## src/logic/bfc_params.svh

```systemverilog
// constants for the bit clear / bit-field complement executor
`ifndef BFC_PARAMS_SVH
`define BFC_PARAMS_SVH

// register byte offsets
`define BFC_REG_CTRL    8'h00
`define BFC_REG_STATUS  8'h04
`define BFC_REG_CCR     8'h08
`define BFC_REG_COUNT   8'h0C

// reset values
`define BFC_CTRL_RST    1'h1
`define BFC_CCR_RST     5'h00

// field positions
`define BFC_CTRL_EN_BIT 0
`define BFC_CCR_X       4
`define BFC_CCR_N       3
`define BFC_CCR_Z       2
`define BFC_CCR_V       1
`define BFC_CCR_C       0

// opcode patterns, upper ten bits of the operation word
`define BFC_OP_CLR_IMM  10'h023
`define BFC_OP_FLD_CHG  10'h3AB

// effective address modes and the mode-7 register codes
`define BFC_EA_DN       3'h0
`define BFC_EA_AN       3'h1
`define BFC_EA_IND      3'h2
`define BFC_EA_POSTINC  3'h3
`define BFC_EA_PREDEC   3'h4
`define BFC_EA_DISP16   3'h5
`define BFC_EA_INDEX    3'h6
`define BFC_EA_EXT      3'h7
`define BFC_EA_ABS_W    3'h0
`define BFC_EA_ABS_L    3'h1

// axi answers
`define BFC_RESP_OKAY   2'h0
`define BFC_RESP_DECERR 2'h3

`endif

```

## src/logic/bfc_pkg.sv

```systemverilog
// types shared by the bit clear / bit-field complement executor
package bfc_pkg;
    typedef enum logic [2:0] {
        S_IDLE, S_OFF, S_WID, S_DEST, S_MRD, S_MWR, S_DONE
    } bfc_state_t;
    typedef logic [4:0]  bfc_ccr_t;
    typedef logic [39:0] bfc_win_t;
endpackage

```

## src/logic/bfc_exec.sv

```systemverilog
// executor for immediate test-and-clear-bit and bit-field test-and-complement
// Behaviour
// RULE_01: clear takes data-alterable modes; absolute 7/0, 7/1
// RULE_02: clear is long on register, byte on memory
// RULE_03: clear bit number from low extension byte
// RULE_04: field: flags from original, then write complement
// RULE_05: field given by starting offset and width
// RULE_06: N is field msb, V C cleared, X kept
// RULE_07: Z set when original field is all zero
// RULE_08: field modes: Dn, indirect, disp, index, absolute
// RULE_09: offset select 0 uses immediate offset 0..31
// RULE_10: offset select 1 reads register, bits 10:9 zero
// RULE_11: register offset is signed 32-bit
// RULE_12: immediate width 1..31, zero means 32
// RULE_13: register width modulo 32, bits 4:3 zero
// RULE_14: memory access covers only field bytes, 1..5
// RULE_15: bits outside field stay unchanged
// RULE_16: bit number modulo 32 register, modulo 8 memory
// RULE_17: Z from tested bit, then bit cleared
//
// The AXI4-Lite interface to the registers and the register offsets were chosen for this implementation.
`timescale 1ns/100ps
`include "bfc_params.svh"
module bfc_exec (
    input  wire logic              REF_CLK,
    input  wire logic              RSTN,
    input  wire logic              S_AXI_AWVALID,
    output logic                   S_AXI_AWREADY,
    input  wire logic [7:0]        S_AXI_AWADDR,
    input  wire logic              S_AXI_WVALID,
    output logic                   S_AXI_WREADY,
    input  wire logic [31:0]       S_AXI_WDATA,
    input  wire logic [3:0]        S_AXI_WSTRB,
    output logic                   S_AXI_BVALID,
    input  wire logic              S_AXI_BREADY,
    output logic [1:0]             S_AXI_BRESP,
    input  wire logic              S_AXI_ARVALID,
    output logic                   S_AXI_ARREADY,
    input  wire logic [7:0]        S_AXI_ARADDR,
    output logic                   S_AXI_RVALID,
    input  wire logic              S_AXI_RREADY,
    output logic [31:0]            S_AXI_RDATA,
    output logic [1:0]             S_AXI_RRESP,
    input  wire logic              INSTR_VALID,
    output logic                   INSTR_READY,
    input  wire logic [15:0]       INSTR_OPWORD,
    input  wire logic [15:0]       INSTR_EXTWORD,
    input  wire logic [31:0]       INSTR_EA,
    output logic [2:0]             DREG_SEL,
    input  wire logic [31:0]       DREG_DATA,
    output logic                   DREG_WE,
    output logic [31:0]            DREG_WDATA,
    output logic                   MEM_REQ,
    output logic                   MEM_WE,
    output logic [31:0]            MEM_ADDR,
    output logic [2:0]             MEM_SIZE,
    output bfc_pkg::bfc_win_t      MEM_WDATA,
    input  wire bfc_pkg::bfc_win_t MEM_RDATA,
    input  wire logic              MEM_ACK,
    output logic                   EXEC_DONE,
    output logic                   EXEC_ILLEGAL,
    output bfc_pkg::bfc_ccr_t      CCR_OUT
);
    import bfc_pkg::*;

    bfc_state_t  state_reg,   state_next;
    logic [15:0] op_reg,      op_next;
    logic [31:0] ea_reg,      ea_next;
    logic        clr_reg,     clr_next;
    logic        dn_reg,      dn_next;
    logic        dw_reg,      dw_next;
    logic [2:0]  wsel_reg,    wsel_next;
    logic [31:0] off_reg,     off_next;
    logic [5:0]  wid_reg,     wid_next;
    bfc_win_t    data_reg,    data_next;
    bfc_ccr_t    ccr_reg,     ccr_next;
    logic        ill_reg,     ill_next;
    logic        done_reg,    done_next;
    logic        ready_reg,   ready_next;
    logic        mreq_reg,    mreq_next;
    logic        mwe_reg,     mwe_next;
    logic [31:0] maddr_reg,   maddr_next;
    logic [2:0]  msize_reg,   msize_next;
    bfc_win_t    mwdata_reg,  mwdata_next;
    logic [2:0]  dsel_reg,    dsel_next;
    logic        dwe_reg,     dwe_next;
    logic [31:0] dwdata_reg,  dwdata_next;
    logic [31:0] count_reg,   count_next;
    logic        en_reg,      en_next;
    logic        awh_reg,     awh_next;
    logic [7:0]  awa_reg,     awa_next;
    logic        wh_reg,      wh_next;
    logic [31:0] wd_reg,      wd_next;
    logic        bv_reg,      bv_next;
    logic [1:0]  br_reg,      br_next;
    logic        rv_reg,      rv_next;
    logic [31:0] rd_reg,      rd_next;
    logic [1:0]  rr_reg,      rr_next;

    logic [31:0] g_addr;
    logic [2:0]  g_nbytes;
    bfc_win_t    g_mask;
    logic        g_msb;
    logic        g_zero;
    bfc_win_t    result;
    logic        accept;
    logic        sw_ccr_wr;
    logic [2:0]  mode;
    logic [2:0]  rnum;
    logic [15:0] ext;
    logic        is_clr;
    logic        is_fld;
    logic        mode_ok;

    // shared geometry for both operations; clear is a width-1 field
    bfc_field_geom u_geom (
        .offset    (off_reg),
        .width     (wid_reg),
        .base      (ea_reg),
        .dreg_mode (dn_reg),
        .data      (data_reg),
        .addr      (g_addr),
        .nbytes    (g_nbytes),
        .mask      (g_mask),
        .fld_msb   (g_msb),
        .fld_zero  (g_zero)
    );

    // clear forces the bit low, field op complements; outside bits pass [RULE_15]
    assign result = clr_reg ? (data_reg & ~g_mask) : (data_reg ^ g_mask);  // [RULE_04] [RULE_17]

    // decode of the offered instruction
    always_comb begin
        mode    = INSTR_OPWORD[5:3];
        rnum    = INSTR_OPWORD[2:0];
        ext     = INSTR_EXTWORD;
        is_clr  = (INSTR_OPWORD[15:6] == `BFC_OP_CLR_IMM) && (ext[15:8] == 8'h00); // [RULE_03]
        is_fld  = (INSTR_OPWORD[15:6] == `BFC_OP_FLD_CHG) && (ext[15:12] == 4'h0)
                  && !(ext[11] && ext[10:9] != 2'h0)                            // [RULE_10]
                  && !(ext[5] && ext[4:3] != 2'h0);                             // [RULE_13]
        if (mode == `BFC_EA_EXT) begin
            mode_ok = (rnum == `BFC_EA_ABS_W) || (rnum == `BFC_EA_ABS_L);       // [RULE_01] [RULE_08]
        end else if (mode == `BFC_EA_AN) begin
            mode_ok = 1'b0;
        end else if (mode == `BFC_EA_POSTINC || mode == `BFC_EA_PREDEC) begin
            mode_ok = is_clr;                                                   // [RULE_08]
        end else begin
            mode_ok = 1'b1;
        end
        accept = INSTR_VALID && ready_reg;
    end

    // execution sequencer
    always_comb begin
        state_next = state_reg;   op_next = op_reg;       ea_next = ea_reg;
        clr_next = clr_reg;       dn_next = dn_reg;       dw_next = dw_reg;
        wsel_next = wsel_reg;     off_next = off_reg;     wid_next = wid_reg;
        data_next = data_reg;     ccr_next = ccr_reg;     ill_next = ill_reg;
        done_next = 1'b0;         ready_next = ready_reg; mreq_next = mreq_reg;
        mwe_next = mwe_reg;       maddr_next = maddr_reg; msize_next = msize_reg;
        mwdata_next = mwdata_reg; dsel_next = dsel_reg;   dwe_next = 1'b0;
        dwdata_next = dwdata_reg; count_next = count_reg;
        // software write of the flags; hardware update below wins the same cycle
        if (sw_ccr_wr) begin
            ccr_next = wd_reg[4:0];
        end
        case (state_reg)
            S_IDLE: begin
                ready_next = en_reg;
                if (accept) begin
                    ready_next = 1'b0;
                    op_next    = INSTR_OPWORD;
                    ea_next    = INSTR_EA;
                    clr_next   = is_clr;
                    dn_next    = (mode == `BFC_EA_DN);
                    dw_next    = ext[5];
                    wsel_next  = ext[2:0];
                    ill_next   = !((is_clr || is_fld) && mode_ok);
                    dsel_next  = rnum;
                    // bit n is a width-1 field at offset 31-n or 7-n [RULE_16] [RULE_02]
                    if (is_clr) begin
                        wid_next = 6'h01;
                        off_next = (mode == `BFC_EA_DN) ? {27'h0, ~ext[4:0]} : {29'h0, ~ext[2:0]};
                    end else begin
                        wid_next = (ext[4:0] == 5'h00) ? 6'h20 : {1'b0, ext[4:0]}; // [RULE_12]
                        off_next = {27'h0, ext[10:6]};                          // [RULE_09]
                    end
                    if (!((is_clr || is_fld) && mode_ok)) begin
                        state_next = S_DONE;
                    end else if (is_fld && ext[11]) begin
                        dsel_next  = ext[8:6];                                  // [RULE_10]
                        state_next = S_OFF;
                    end else if (is_fld && ext[5]) begin
                        dsel_next  = ext[2:0];
                        state_next = S_WID;
                    end else begin
                        state_next = (mode == `BFC_EA_DN) ? S_DEST : S_MRD;
                    end
                end
            end
            S_OFF: begin
                off_next  = DREG_DATA;                                          // [RULE_11]
                dsel_next = dw_reg ? wsel_reg : op_reg[2:0];
                if (dw_reg) begin
                    state_next = S_WID;
                end else begin
                    state_next = dn_reg ? S_DEST : S_MRD;
                end
            end
            S_WID: begin
                wid_next   = (DREG_DATA[4:0] == 5'h00) ? 6'h20 : {1'b0, DREG_DATA[4:0]}; // [RULE_13]
                dsel_next  = op_reg[2:0];
                state_next = dn_reg ? S_DEST : S_MRD;
            end
            S_DEST: begin
                data_next  = {DREG_DATA, 8'h00};                                // [RULE_02]
                state_next = S_MWR;
            end
            S_MRD: begin
                // read only the bytes that hold the field [RULE_14]
                mreq_next  = !(mreq_reg && MEM_ACK);
                mwe_next   = 1'b0;
                maddr_next = g_addr;
                msize_next = g_nbytes;
                if (mreq_reg && MEM_ACK) begin
                    data_next  = MEM_RDATA;
                    state_next = S_MWR;
                end
            end
            S_MWR: begin
                // flags from the original field, result written after [RULE_04]
                if (!mreq_reg && !dwe_reg) begin
                    if (clr_reg) begin
                        ccr_next[`BFC_CCR_Z] = g_zero;                          // [RULE_17]
                    end else begin
                        ccr_next[`BFC_CCR_N] = g_msb;                           // [RULE_06]
                        ccr_next[`BFC_CCR_Z] = g_zero;                          // [RULE_07]
                        ccr_next[`BFC_CCR_V] = 1'b0;
                        ccr_next[`BFC_CCR_C] = 1'b0;
                        ccr_next[`BFC_CCR_X] = ccr_reg[`BFC_CCR_X];
                    end
                    if (dn_reg) begin
                        dwe_next    = 1'b1;
                        dwdata_next = result[39:8];
                        state_next  = S_DONE;
                    end else begin
                        mreq_next   = 1'b1;
                        mwe_next    = 1'b1;
                        mwdata_next = result;
                    end
                end else if (mreq_reg && MEM_ACK) begin
                    mreq_next  = 1'b0;
                    mwe_next   = 1'b0;
                    state_next = S_DONE;
                end
            end
            S_DONE: begin
                done_next  = 1'b1;
                count_next = count_reg + 32'h0000_0001;
                ready_next = en_reg;
                state_next = S_IDLE;
            end
            default: state_next = S_IDLE;
        endcase
    end

    always_ff @(posedge REF_CLK) begin
        if (!RSTN) begin
            state_reg <= S_IDLE;       op_reg <= 16'h0000;     ea_reg <= 32'h0000_0000;
            clr_reg <= 1'b0;           dn_reg <= 1'b0;         dw_reg <= 1'b0;
            wsel_reg <= 3'h0;          off_reg <= 32'h0000_0000;
            wid_reg <= 6'h01;          data_reg <= 40'h00_0000_0000;
            ccr_reg <= `BFC_CCR_RST;   ill_reg <= 1'b0;        done_reg <= 1'b0;
            ready_reg <= 1'b0;         mreq_reg <= 1'b0;       mwe_reg <= 1'b0;
            maddr_reg <= 32'h0000_0000; msize_reg <= 3'h1;
            mwdata_reg <= 40'h00_0000_0000;
            dsel_reg <= 3'h0;          dwe_reg <= 1'b0;        dwdata_reg <= 32'h0000_0000;
            count_reg <= 32'h0000_0000;
        end else begin
            state_reg <= state_next;   op_reg <= op_next;      ea_reg <= ea_next;
            clr_reg <= clr_next;       dn_reg <= dn_next;      dw_reg <= dw_next;
            wsel_reg <= wsel_next;     off_reg <= off_next;    wid_reg <= wid_next;
            data_reg <= data_next;     ccr_reg <= ccr_next;    ill_reg <= ill_next;
            done_reg <= done_next;     ready_reg <= ready_next; mreq_reg <= mreq_next;
            mwe_reg <= mwe_next;       maddr_reg <= maddr_next; msize_reg <= msize_next;
            mwdata_reg <= mwdata_next; dsel_reg <= dsel_next;  dwe_reg <= dwe_next;
            dwdata_reg <= dwdata_next; count_reg <= count_next;
        end
    end

    // axi4-lite slave: address and data taken in either order, one write at a time
    always_comb begin
        awh_next = awh_reg;  awa_next = awa_reg;  wh_next = wh_reg;  wd_next = wd_reg;
        bv_next = bv_reg;    br_next = br_reg;    rv_next = rv_reg;
        rd_next = rd_reg;    rr_next = rr_reg;    en_next = en_reg;  sw_ccr_wr = 1'b0;
        if (S_AXI_AWVALID && !awh_reg) begin
            awh_next = 1'b1;
            awa_next = S_AXI_AWADDR;
        end
        if (S_AXI_WVALID && !wh_reg) begin
            wh_next = 1'b1;
            wd_next = S_AXI_WDATA;
        end
        if (awh_reg && wh_reg && !bv_reg) begin
            awh_next = 1'b0;
            wh_next  = 1'b0;
            bv_next  = 1'b1;
            br_next  = `BFC_RESP_OKAY;
            // strobes ignored: every field here fits the low byte
            if (awa_reg[7:2] == `BFC_REG_CTRL >> 2) begin
                en_next = wd_reg[`BFC_CTRL_EN_BIT];
            end else if (awa_reg[7:2] == `BFC_REG_CCR >> 2) begin
                sw_ccr_wr = 1'b1;
            end else if (awa_reg[7:2] != `BFC_REG_STATUS >> 2
                         && awa_reg[7:2] != `BFC_REG_COUNT >> 2) begin
                br_next = `BFC_RESP_DECERR;
            end
        end else if (bv_reg && S_AXI_BREADY) begin
            bv_next = 1'b0;
        end
        if (S_AXI_ARVALID && !rv_reg) begin
            rv_next = 1'b1;
            rr_next = `BFC_RESP_OKAY;
            if (S_AXI_ARADDR[7:2] == `BFC_REG_CTRL >> 2) begin
                rd_next = {31'h0, en_reg};
            end else if (S_AXI_ARADDR[7:2] == `BFC_REG_STATUS >> 2) begin
                rd_next = {28'h0, 1'b0, state_reg};
                rd_next[8] = ill_reg;
            end else if (S_AXI_ARADDR[7:2] == `BFC_REG_CCR >> 2) begin
                rd_next = {27'h0, ccr_reg};
            end else if (S_AXI_ARADDR[7:2] == `BFC_REG_COUNT >> 2) begin
                rd_next = count_reg;
            end else begin
                rd_next = 32'h0000_0000;
                rr_next = `BFC_RESP_DECERR;
            end
        end else if (rv_reg && S_AXI_RREADY) begin
            rv_next = 1'b0;
        end
    end

    always_ff @(posedge REF_CLK) begin
        if (!RSTN) begin
            awh_reg <= 1'b0;  awa_reg <= 8'h00;  wh_reg <= 1'b0;  wd_reg <= 32'h0000_0000;
            bv_reg <= 1'b0;   br_reg <= 2'h0;    rv_reg <= 1'b0;  rd_reg <= 32'h0000_0000;
            rr_reg <= 2'h0;   en_reg <= `BFC_CTRL_RST;
            S_AXI_AWREADY <= 1'b1; S_AXI_WREADY <= 1'b1; S_AXI_ARREADY <= 1'b1;
        end else begin
            awh_reg <= awh_next; awa_reg <= awa_next; wh_reg <= wh_next; wd_reg <= wd_next;
            bv_reg <= bv_next;   br_reg <= br_next;   rv_reg <= rv_next; rd_reg <= rd_next;
            rr_reg <= rr_next;   en_reg <= en_next;
            S_AXI_AWREADY <= !awh_next; S_AXI_WREADY <= !wh_next; S_AXI_ARREADY <= !rv_next;
        end
    end

    // every output straight from a flip-flop
    assign S_AXI_BVALID  = bv_reg;
    assign S_AXI_BRESP   = br_reg;
    assign S_AXI_RVALID  = rv_reg;
    assign S_AXI_RDATA   = rd_reg;
    assign S_AXI_RRESP   = rr_reg;
    assign INSTR_READY   = ready_reg;
    assign DREG_SEL      = dsel_reg;
    assign DREG_WE       = dwe_reg;
    assign DREG_WDATA    = dwdata_reg;
    assign MEM_REQ       = mreq_reg;
    assign MEM_WE        = mwe_reg;
    assign MEM_ADDR      = maddr_reg;
    assign MEM_SIZE      = msize_reg;
    assign MEM_WDATA     = mwdata_reg;
    assign EXEC_DONE     = done_reg;
    assign EXEC_ILLEGAL  = ill_reg;
    assign CCR_OUT       = ccr_reg;
endmodule // bfc_exec

```

## src/logic/bfc_field_geom.sv

```systemverilog
// field geometry: bytes touched, mask and original-field flags
`timescale 1ns/100ps
module bfc_field_geom (
    input  wire logic [31:0]      offset,
    input  wire logic [5:0]       width,
    input  wire logic [31:0]      base,
    input  wire logic             dreg_mode,
    input  wire bfc_pkg::bfc_win_t data,
    output logic [31:0]           addr,
    output logic [2:0]            nbytes,
    output bfc_pkg::bfc_win_t     mask,
    output logic                  fld_msb,
    output logic                  fld_zero
);
    import bfc_pkg::*;

    logic [2:0]  off7;
    logic [4:0]  off5;
    logic [5:0]  span;
    logic [31:0] m32;
    logic [31:0] m32_rot;
    logic [5:0]  rot_l;
    bfc_win_t    m40;
    logic [5:0]  pos;

    // offset counts from the msb; signed offset walks whole bytes [RULE_11]
    always_comb begin
        off7    = offset[2:0];
        off5    = offset[4:0];
        addr    = base + {{3{offset[31]}}, offset[31:3]};
        span    = 6'(off7) + width + 6'h07;
        nbytes  = span[5:3];                              // 1..5 bytes only [RULE_14]
        m40     = ~(40'hFF_FFFF_FFFF >> width);           // top width bits set [RULE_05]
        m32     = ~(32'hFFFF_FFFF >> width);
        rot_l   = 6'h20 - 6'(off5);
        m32_rot = (m32 >> off5) | (m32 << rot_l);         // register field wraps round
        if (dreg_mode) begin
            mask = {m32_rot, 8'h00};
            pos  = 6'(off5);
        end else begin
            mask = m40 >> off7;
            pos  = 6'(off7);
        end
        fld_msb  = data[6'd39 - pos];                     // [RULE_06]
        fld_zero = ((data & mask) == 40'h00_0000_0000);   // [RULE_07]
    end
endmodule // bfc_field_geom

```

## config.mk

```make
export PLATFORM = sky130hd
export DESIGN_NAME = bfc_exec
export DESIGN_NICKNAME = d
export VERILOG_FILES = /design/src/logic/bfc_pkg.sv /design/src/logic/bfc_exec.sv /design/src/logic/bfc_field_geom.sv
export VERILOG_INCLUDE_DIRS = /design/src /design/src/logic
export SDC_FILE = /design/constraint.sdc
export NUM_CORES = 1
export LEC_CHECK = 0
export ABC_CLOCK_PERIOD_IN_PS = 5000
export BUFFER_PORTS_ARGS = -buffer_cell sky130_fd_sc_hd__clkbuf_2
export CORE_MARGIN = 4
export CORE_UTILIZATION = 30
export CTS_BUF_LIST = sky130_fd_sc_hd__clkbuf_8
export CTS_CLUSTER_DIAMETER = 200
export DETAILED_ROUTE_END_ITERATION = 7
export GPL_TIMING_DRIVEN = 0
export HOLD_SLACK_MARGIN = 0.02
export PLACE_DENSITY_LB_ADDON = 0.25
export SYNTH_ARGS = -nofsm -noshare
export SYNTH_HDL_FRONTEND = slang
export SYNTH_HIERARCHICAL = 1
export SYNTH_SLANG_ARGS = --single-unit
```

## constraint.sdc

```tcl
create_clock -name REF_CLK -period 5 [get_ports REF_CLK]
set_input_delay 0 -clock REF_CLK [delete_from_list [all_inputs] [get_ports REF_CLK]]
set_output_delay 0 -clock REF_CLK [all_outputs]
set_load 0.05 [all_outputs]
```

Word level (Yosys, flattened, before mapping)
Cells that the tools add are included.
{ "classes": {"addsub": 6, "n_lt_le_gt_ge": 1, "n_eq_ne": 25, "n_shift": 5, "n_mux": 73, "n_bitwise": 10, "n_reduce_logical": 66} }
{ "ops": {"columns": ["op", "n"], "rows": [
  ["$mux W32", 5],
  ["$mux W40", 3],
  ["$and A40 B40 Y40", 2],
  ["$not A40 Y40", 2],
  ["$pmux W40 S2", 1],
  ["$pmux W32 S2", 1],
  ["$mux W3", 16],
  ["$logic_not A40 Y1", 1],
  ["$shr A40 B3 Y40", 1],
  ["$shr A40 B6 Y40 const A", 1],
  ["$xor A40 B40 Y40", 1],
  ["$add A32 B1 Y32 const B", 1],
  ["$add A32 B32 Y32", 1],
  ["$not A32 Y32", 1],
  ["$or A32 B32 Y32", 1],
  ["$shl A32 B6 Y32", 1],
  ["$shr A32 B5 Y32", 1],
  ["$shr A32 B6 Y32 const A", 1],
  ["$mux W5", 6],
  ["$mux W6", 4],
  ["$mux W1", 21],
  ["$logic_and A1 B1 Y1", 20],
  ["$eq A6 B2 Y1 const B", 3],
  ["$mux W2", 9],
  ["other kinds (34)", 82]
]} }
{ "totals": {"regBits": 332, "input_bits": 197, "word_cells": 223} }

Depth between registers and ports, before layout
{ "depth": {"depth_word": 11, "mapped_depth": 24, "ltp_nobuf": 17} }

Cells and area by module
The synthesis kept the hierarchy.
{ "modules_own_cells": {"columns": ["module", "n_inst", "cells_each", "area_per_inst_um2", "seq_area_each_um2"], "rows": [
  ["bfc_exec", 1, 1711, 13954.6, 6566.3],
  ["bfc_field_geom", 1, 1036, 6697.7, 0.0]
]} }

Worst setup path before layout
OpenSTA, ideal clock, no wires.
{ "synth_path": {"path_type": "register -> register", "start": "register off_reg[0]", "end": "register ccr_reg[2] (netlist: CCR_OUT[2])", "setup_time_ns": 0.086, "arrival_ns": 3.988, "slack_ns": 0.927, "path_stages_with_launch": 20, "period_less_slack_ns": 4.073, "cell_sequence": "dfxtp_1 > buf_6 > buf_6 > buf_4 > buf_4 > buf_2 > inv_1 > ha_1 > buf_2 > clkbuf_1 > clkinv_1 > mux2_2 > o22ai_1 > nor3_1 > o311ai_0 > nor4bb_1 > nand4_1 > nor4_2 > nor2_1 > a211oi_1"} }
{ "synth_via": {"elab_chain_len": 8, "word_cells_on_any_way": 10, "cone_classes": "1 x add/sub; 3 x shift; 3 x mux; 2 x bitwise; 1 x reduce/logical"} }
{ "synth_lines": {"columns": ["item", "line_no", "text"], "rows": [
  ["start, declared", "bfc_exec.sv:73", "logic [31:0] off_reg, off_next;"],
  ["start signal, assigned", "bfc_exec.sv:282", "wsel_reg <= wsel_next; off_reg <= off_next; wid_reg <= wid_next;"],
  ["$sub A6 B5 Y6", "bfc_field_geom.sv:35", "rot_l = 6'h20 - 6'(off5);"],
  ["$shl A32 B6 Y32", "bfc_field_geom.sv:36", "m32_rot = (m32 >> off5) | (m32 << rot_l);"],
  ["$or A32 B32 Y32", "bfc_field_geom.sv:36", null],
  ["$mux W40 *", "bfc_field_geom.sv:37", "if (dreg_mode) begin"],
  ["$and A40 B40 Y40 *", "bfc_field_geom.sv:45", "fld_zero = ((data & mask) == 40'h00_0000_0000);"],
  ["$logic_not A40 Y1 *", "bfc_field_geom.sv:45", null],
  ["net g_zero", "bfc_exec.sv:104", "logic g_zero;"],
  ["$mux W5 *", "bfc_exec.sv:232", "if (!mreq_reg && !dwe_reg) begin"],
  ["$mux W5 *", "bfc_exec.sv:167", "case (state_reg)"],
  ["end signal, assigned", "bfc_exec.sv:283", "data_reg <= data_next; ccr_reg <= ccr_next; ill_reg <= ill_next;"],
  ["end, declared", "bfc_exec.sv:76", "bfc_ccr_t ccr_reg, ccr_next;"]
]} }
Mark *: on every way through the listed nets, which the timed path passes. The rest lies on a longest branch.
A chain may end at the register's enable or synchronous reset.

Final worst setup path
{ "layout_path": {"start": "register off_reg[0]", "end": "register dwdata_reg[31] (netlist: DREG_WDATA[31])"} }
{ "layout_via": {"elab_chain_len": 7, "word_cells_on_any_way": 10, "cone_classes": "1 x add/sub; 3 x shift; 2 x mux; 4 x bitwise"} }
{ "layout_lines": {"columns": ["item", "line_no", "text"], "rows": [
  ["$sub A6 B5 Y6", "bfc_field_geom.sv:35", null],
  ["$shl A32 B6 Y32", "bfc_field_geom.sv:36", null],
  ["$or A32 B32 Y32", "bfc_field_geom.sv:36", null],
  ["$mux W40 *", "bfc_field_geom.sv:37", null],
  ["net g_mask[39]", "bfc_exec.sv:102", "bfc_win_t g_mask;"],
  ["$not A40 Y40", "bfc_exec.sv:130", "assign result = clr_reg ? (data_reg & ~g_mask) : (data_reg ^ g_mask);"],
  ["$and A40 B40 Y40", "bfc_exec.sv:130", null],
  ["$mux W40 *", "bfc_exec.sv:130", null],
  ["end signal, assigned", "bfc_exec.sv:287", "dwdata_reg <= dwdata_next; count_reg <= count_next;"],
  ["end, declared", "bfc_exec.sv:87", "logic [31:0] dwdata_reg, dwdata_next;"]
]} }
Marked as above.

==> qor.txt <==
Core box area - 67,800 µm²
Pwr/cell area - 482 nW/µm²
Layout cells sized above 1 - 0.174
Worst Skew - 0.0663 ns
Initial Util - 0.305
Detailed-placement wirelength estimate - 82,300 µm
Switching share of power - 0.509
Clock root buffer - clkbuf_8
WL/cell - 24.8 µm
Post-route DRC - 0
Status - completed
CP required - 5.52 ns
Pre-CTS setup slack - -0.936 ns
Crit Path Class - reg -> reg
Min Tclk post-route - 4.91 ns
Hold WS - 0.0712 ns
Reg2Reg Setup Slack - 0.09 ns
Nets@finish - 3,588
Fmax - 204 MHz
Hold Path Class - in -> reg
Ys flop type - dfxtp_1
DRT iter0 DRCs - 2,834
Ports - 359
Slew margin rel. - 0.106
GRT overflow - 0
Leak pwr - 10.5 nW
# fillers - 7,249
Crit path to - DREG_WDATA[31]$_SDFFE_PN0P_
Most frequent cells in the layout - nand2_1, nor2_1, dfxtp_1, clkbuf_2, a21oi_1
Clock power share - 0.205
H-tree level count - 2
Later-pin clock latency in the skew report - 0.70 ns
Synthesized flop and latch total - 328
Async SR Flop Fraction - 0
Crit path DAT - 5.43 ns
Setup ws final - 0.0872 ns
Sequential share of power - 0.237
Yosys Warn Count - 6
Cell Rows - 95
Overall die height - 270 µm
Final count of hold timing violations - 0
DR vias - 24,088
Final max-slew violation count - 0
Detail Route Antenna Nets - 0
Register area share after synthesis - 0.318
Unrepaired setup endpoints after global routing - true
Synthesis-to-finish area growth - 28.5%
Initial antenna violation count - 9
VDD IR max - 0.000266 V
P_sw - 0.00651 W
CP endpoint kind - flop
Synthesized area per cell - 7.52 µm²
Routed Wire Length - 105,000 µm
Delay-heaviest family, CP - compound AO/OA/AOI/OAI gates
CTS tree - done
Final setup vio count - 0
Crit path from - off_reg[0]$_SDFFE_PN0P_
Synthesized instance count - 2,747
P_int - 0.00628 W
Hold_sp - INSTR_EA[22]
Critical path depth - 16
CP max stage cell - o32ai_1
Synth Cell Area - 20,700 µm²
Num CTS Buffers - 56
Worst Setup Start Kind - flop
Largest net degree at the start of global routing - 20
Reg-to-reg startpoint - off_reg[0]$_SDFFE_PN0P_
Crit path buf inv count - 6
1st-pass router iterations - 6
Gr usage total - 0.274
Library cells used by synthesis - 112
Vias/cell - 5.69
Routability Congestion - 1.07
Number of I/O port buffers - 322
Most common library cell in the layout ignoring fill and taps - nand2_1
Combinational Power Share - 0.558
Critical-path maximum fanout - 19
Largest buffer count on any clock path - 3
Clock Sinks - 328
Period utilisation layout - 0.983
First-pass GRT wire length - 153,000 µm
Die area - 73,100 µm²
Clock transition at path regs - 0.06 ns
Vias in the first global route - 23,289
Syn nets - 3,023
Die width - 270 µm
Worst R2R Path Depth - 16
Slowest stage delay, CP - 0.60 ns
Crit-path cells - buf_6 > buf_6 > buf_4 > buf_8 > inv_1 > ha_1 > nor3b_2 > mux2i_2 > nand3_1 > o32ai_1 > a211o_1 > inv_1 > ha_1 > nor2_1 > a21oi_1 > a211oi_1
Max Cap Viol - 0
EDFF count, synth - 0
Reg2reg end - DREG_WDATA[31]$_SDFFE_PN0P_
Worst slew pin tran - 1.33 ns
## per-stage QoR
step	instances	utilization	setup TNS (ns)	total power [W]	cell area, µm²
6_report	4231	0.392	0	0.0128	26500
5_1_grt	4230	0.392	-0.0710	0.0133	26500
4_1_cts	4225	0.390	0	0.0125	26500
3_5_place_dp	3942	0.345	-9.72	0.00961	23400
3_3_place_gp	3942	0.345	-11.29	0.00974	23400
2_1_floorplan	2747	-	0	0.00709	20700
## final cells by class
| class | count | area [µm²] | area share |
|---|---|---|---|
| tap | 873 | 1090 | 0.0412 |
| sequential | 328 | 6570 | 0.247 |
| timing repair buffer | 508 | 3460 | 0.130 |
| buffer | 211 | 1010 | 0.0381 |
| clock inverter | 26 | 185 | 0.00698 |
| clock buffer | 74 | 1020 | 0.0384 |
| multi-input combinational | 2100 | 12800 | 0.482 |
| antenna | 4 | 10.0 | 0.000377 |
| inverter | 107 | 403 | 0.0152 |
## how the worst min path moves through the flow
stage,end,cells past startpoint
finish,ea_reg[22]$_SDFFE_PN0P_,4
global route,ea_reg[21]$_SDFFE_PN0P_,4
CTS,off_reg[1]$_SDFFE_PN0P_,6
detailed placement,ea_reg[3]$_SDFFE_PN0P_,3
global placement,ea_reg[26]$_SDFFE_PN0P_,3
floorplan,op_reg[1]$_SDFFE_PN0P_,2
## worst reg2reg max path, delay by kind of cell (launching register included)
family,cells,cell delay (ns)
AOI/OAI and AO/OA,4,1.26
and+or+nand+nor,3,1.00
buffers and inverters,6,0.86
adders and majority gates,2,0.69
muxes,1,0.53
DFF,1,0.39
## layer usage
metal | vias to the layer above | GRT usage | wire, µm
met5 | - | 0 | 66
met2 | 1294 | 0.435 | 46300
li1 | 11069 | - | -
met3 | 305 | 0.0545 | 8960
met4 | 10 | 0.128 | 5630
met1 | 11410 | 0.358 | 43800
## synth_stat cells (15+ instances only)
cell type,n,area (µm²)
a21oi_1,273,1370
nand2b_1,20,125
buf_1,16,60.1
xor2_1,15,131
nor2_1,333,1250
o211ai_1,24,180
buf_2,66,330
nand4_1,23,144
dfxtp_1,328,6570
or3_1,17,106
inv_1,103,387
xnor2_1,41,359
a211oi_1,71,533
mux2i_1,43,430
clkbuf_1,110,413
o21a_1,18,135
nand2_1,392,1470
a31oi_1,30,188
o21ai_0,114,571
o221ai_1,17,149
a22oi_1,41,308
o22ai_1,34,213
a311oi_1,36,315
ha_1,78,976
a21o_1,23,173
nor3_1,55,275
and2_1,16,100
nor2b_1,18,113
nand3_1,83,415
## cells by family (layout without fill, tap and decap cells)
group,count (synthesis),count (layout),share of synthesized area
muxes,57,57,0.0328
AOI/OAI and AO/OA,850,850,0.273
adders and majority gates,82,82,0.0498
and+or+nand+nor,1054,1054,0.234
buffers and inverters,319,926,0.0677
other,0,4,0
xor gates and xnor gates,57,57,0.0245
DFF,328,328,0.318
## power groups by stage
stage	clock (W)	combinational (W)	sequential, W
after detailed placement	0	0.00653	0.00307
after global routing	0.00278	0.00748	0.00304
after global placement	0	0.00667	0.00307
final	0.00262	0.00714	0.00303
after CTS	0.00268	0.00677	0.00302
after floorplan	0	0.00397	0.00313
## what timing repair did
item / 4_1_cts / 5_1_grt
setup endpoints to repair: 47 / 21
pin swaps: 2 / 3
cloned: 0 / 0
hold buffers: 182 / 0
endpoints found under the hold margin: 161 / 0
setup buffers: 2 / 2
gates resized for setup: 16 / 18
(Power assumes the default switching activity.)
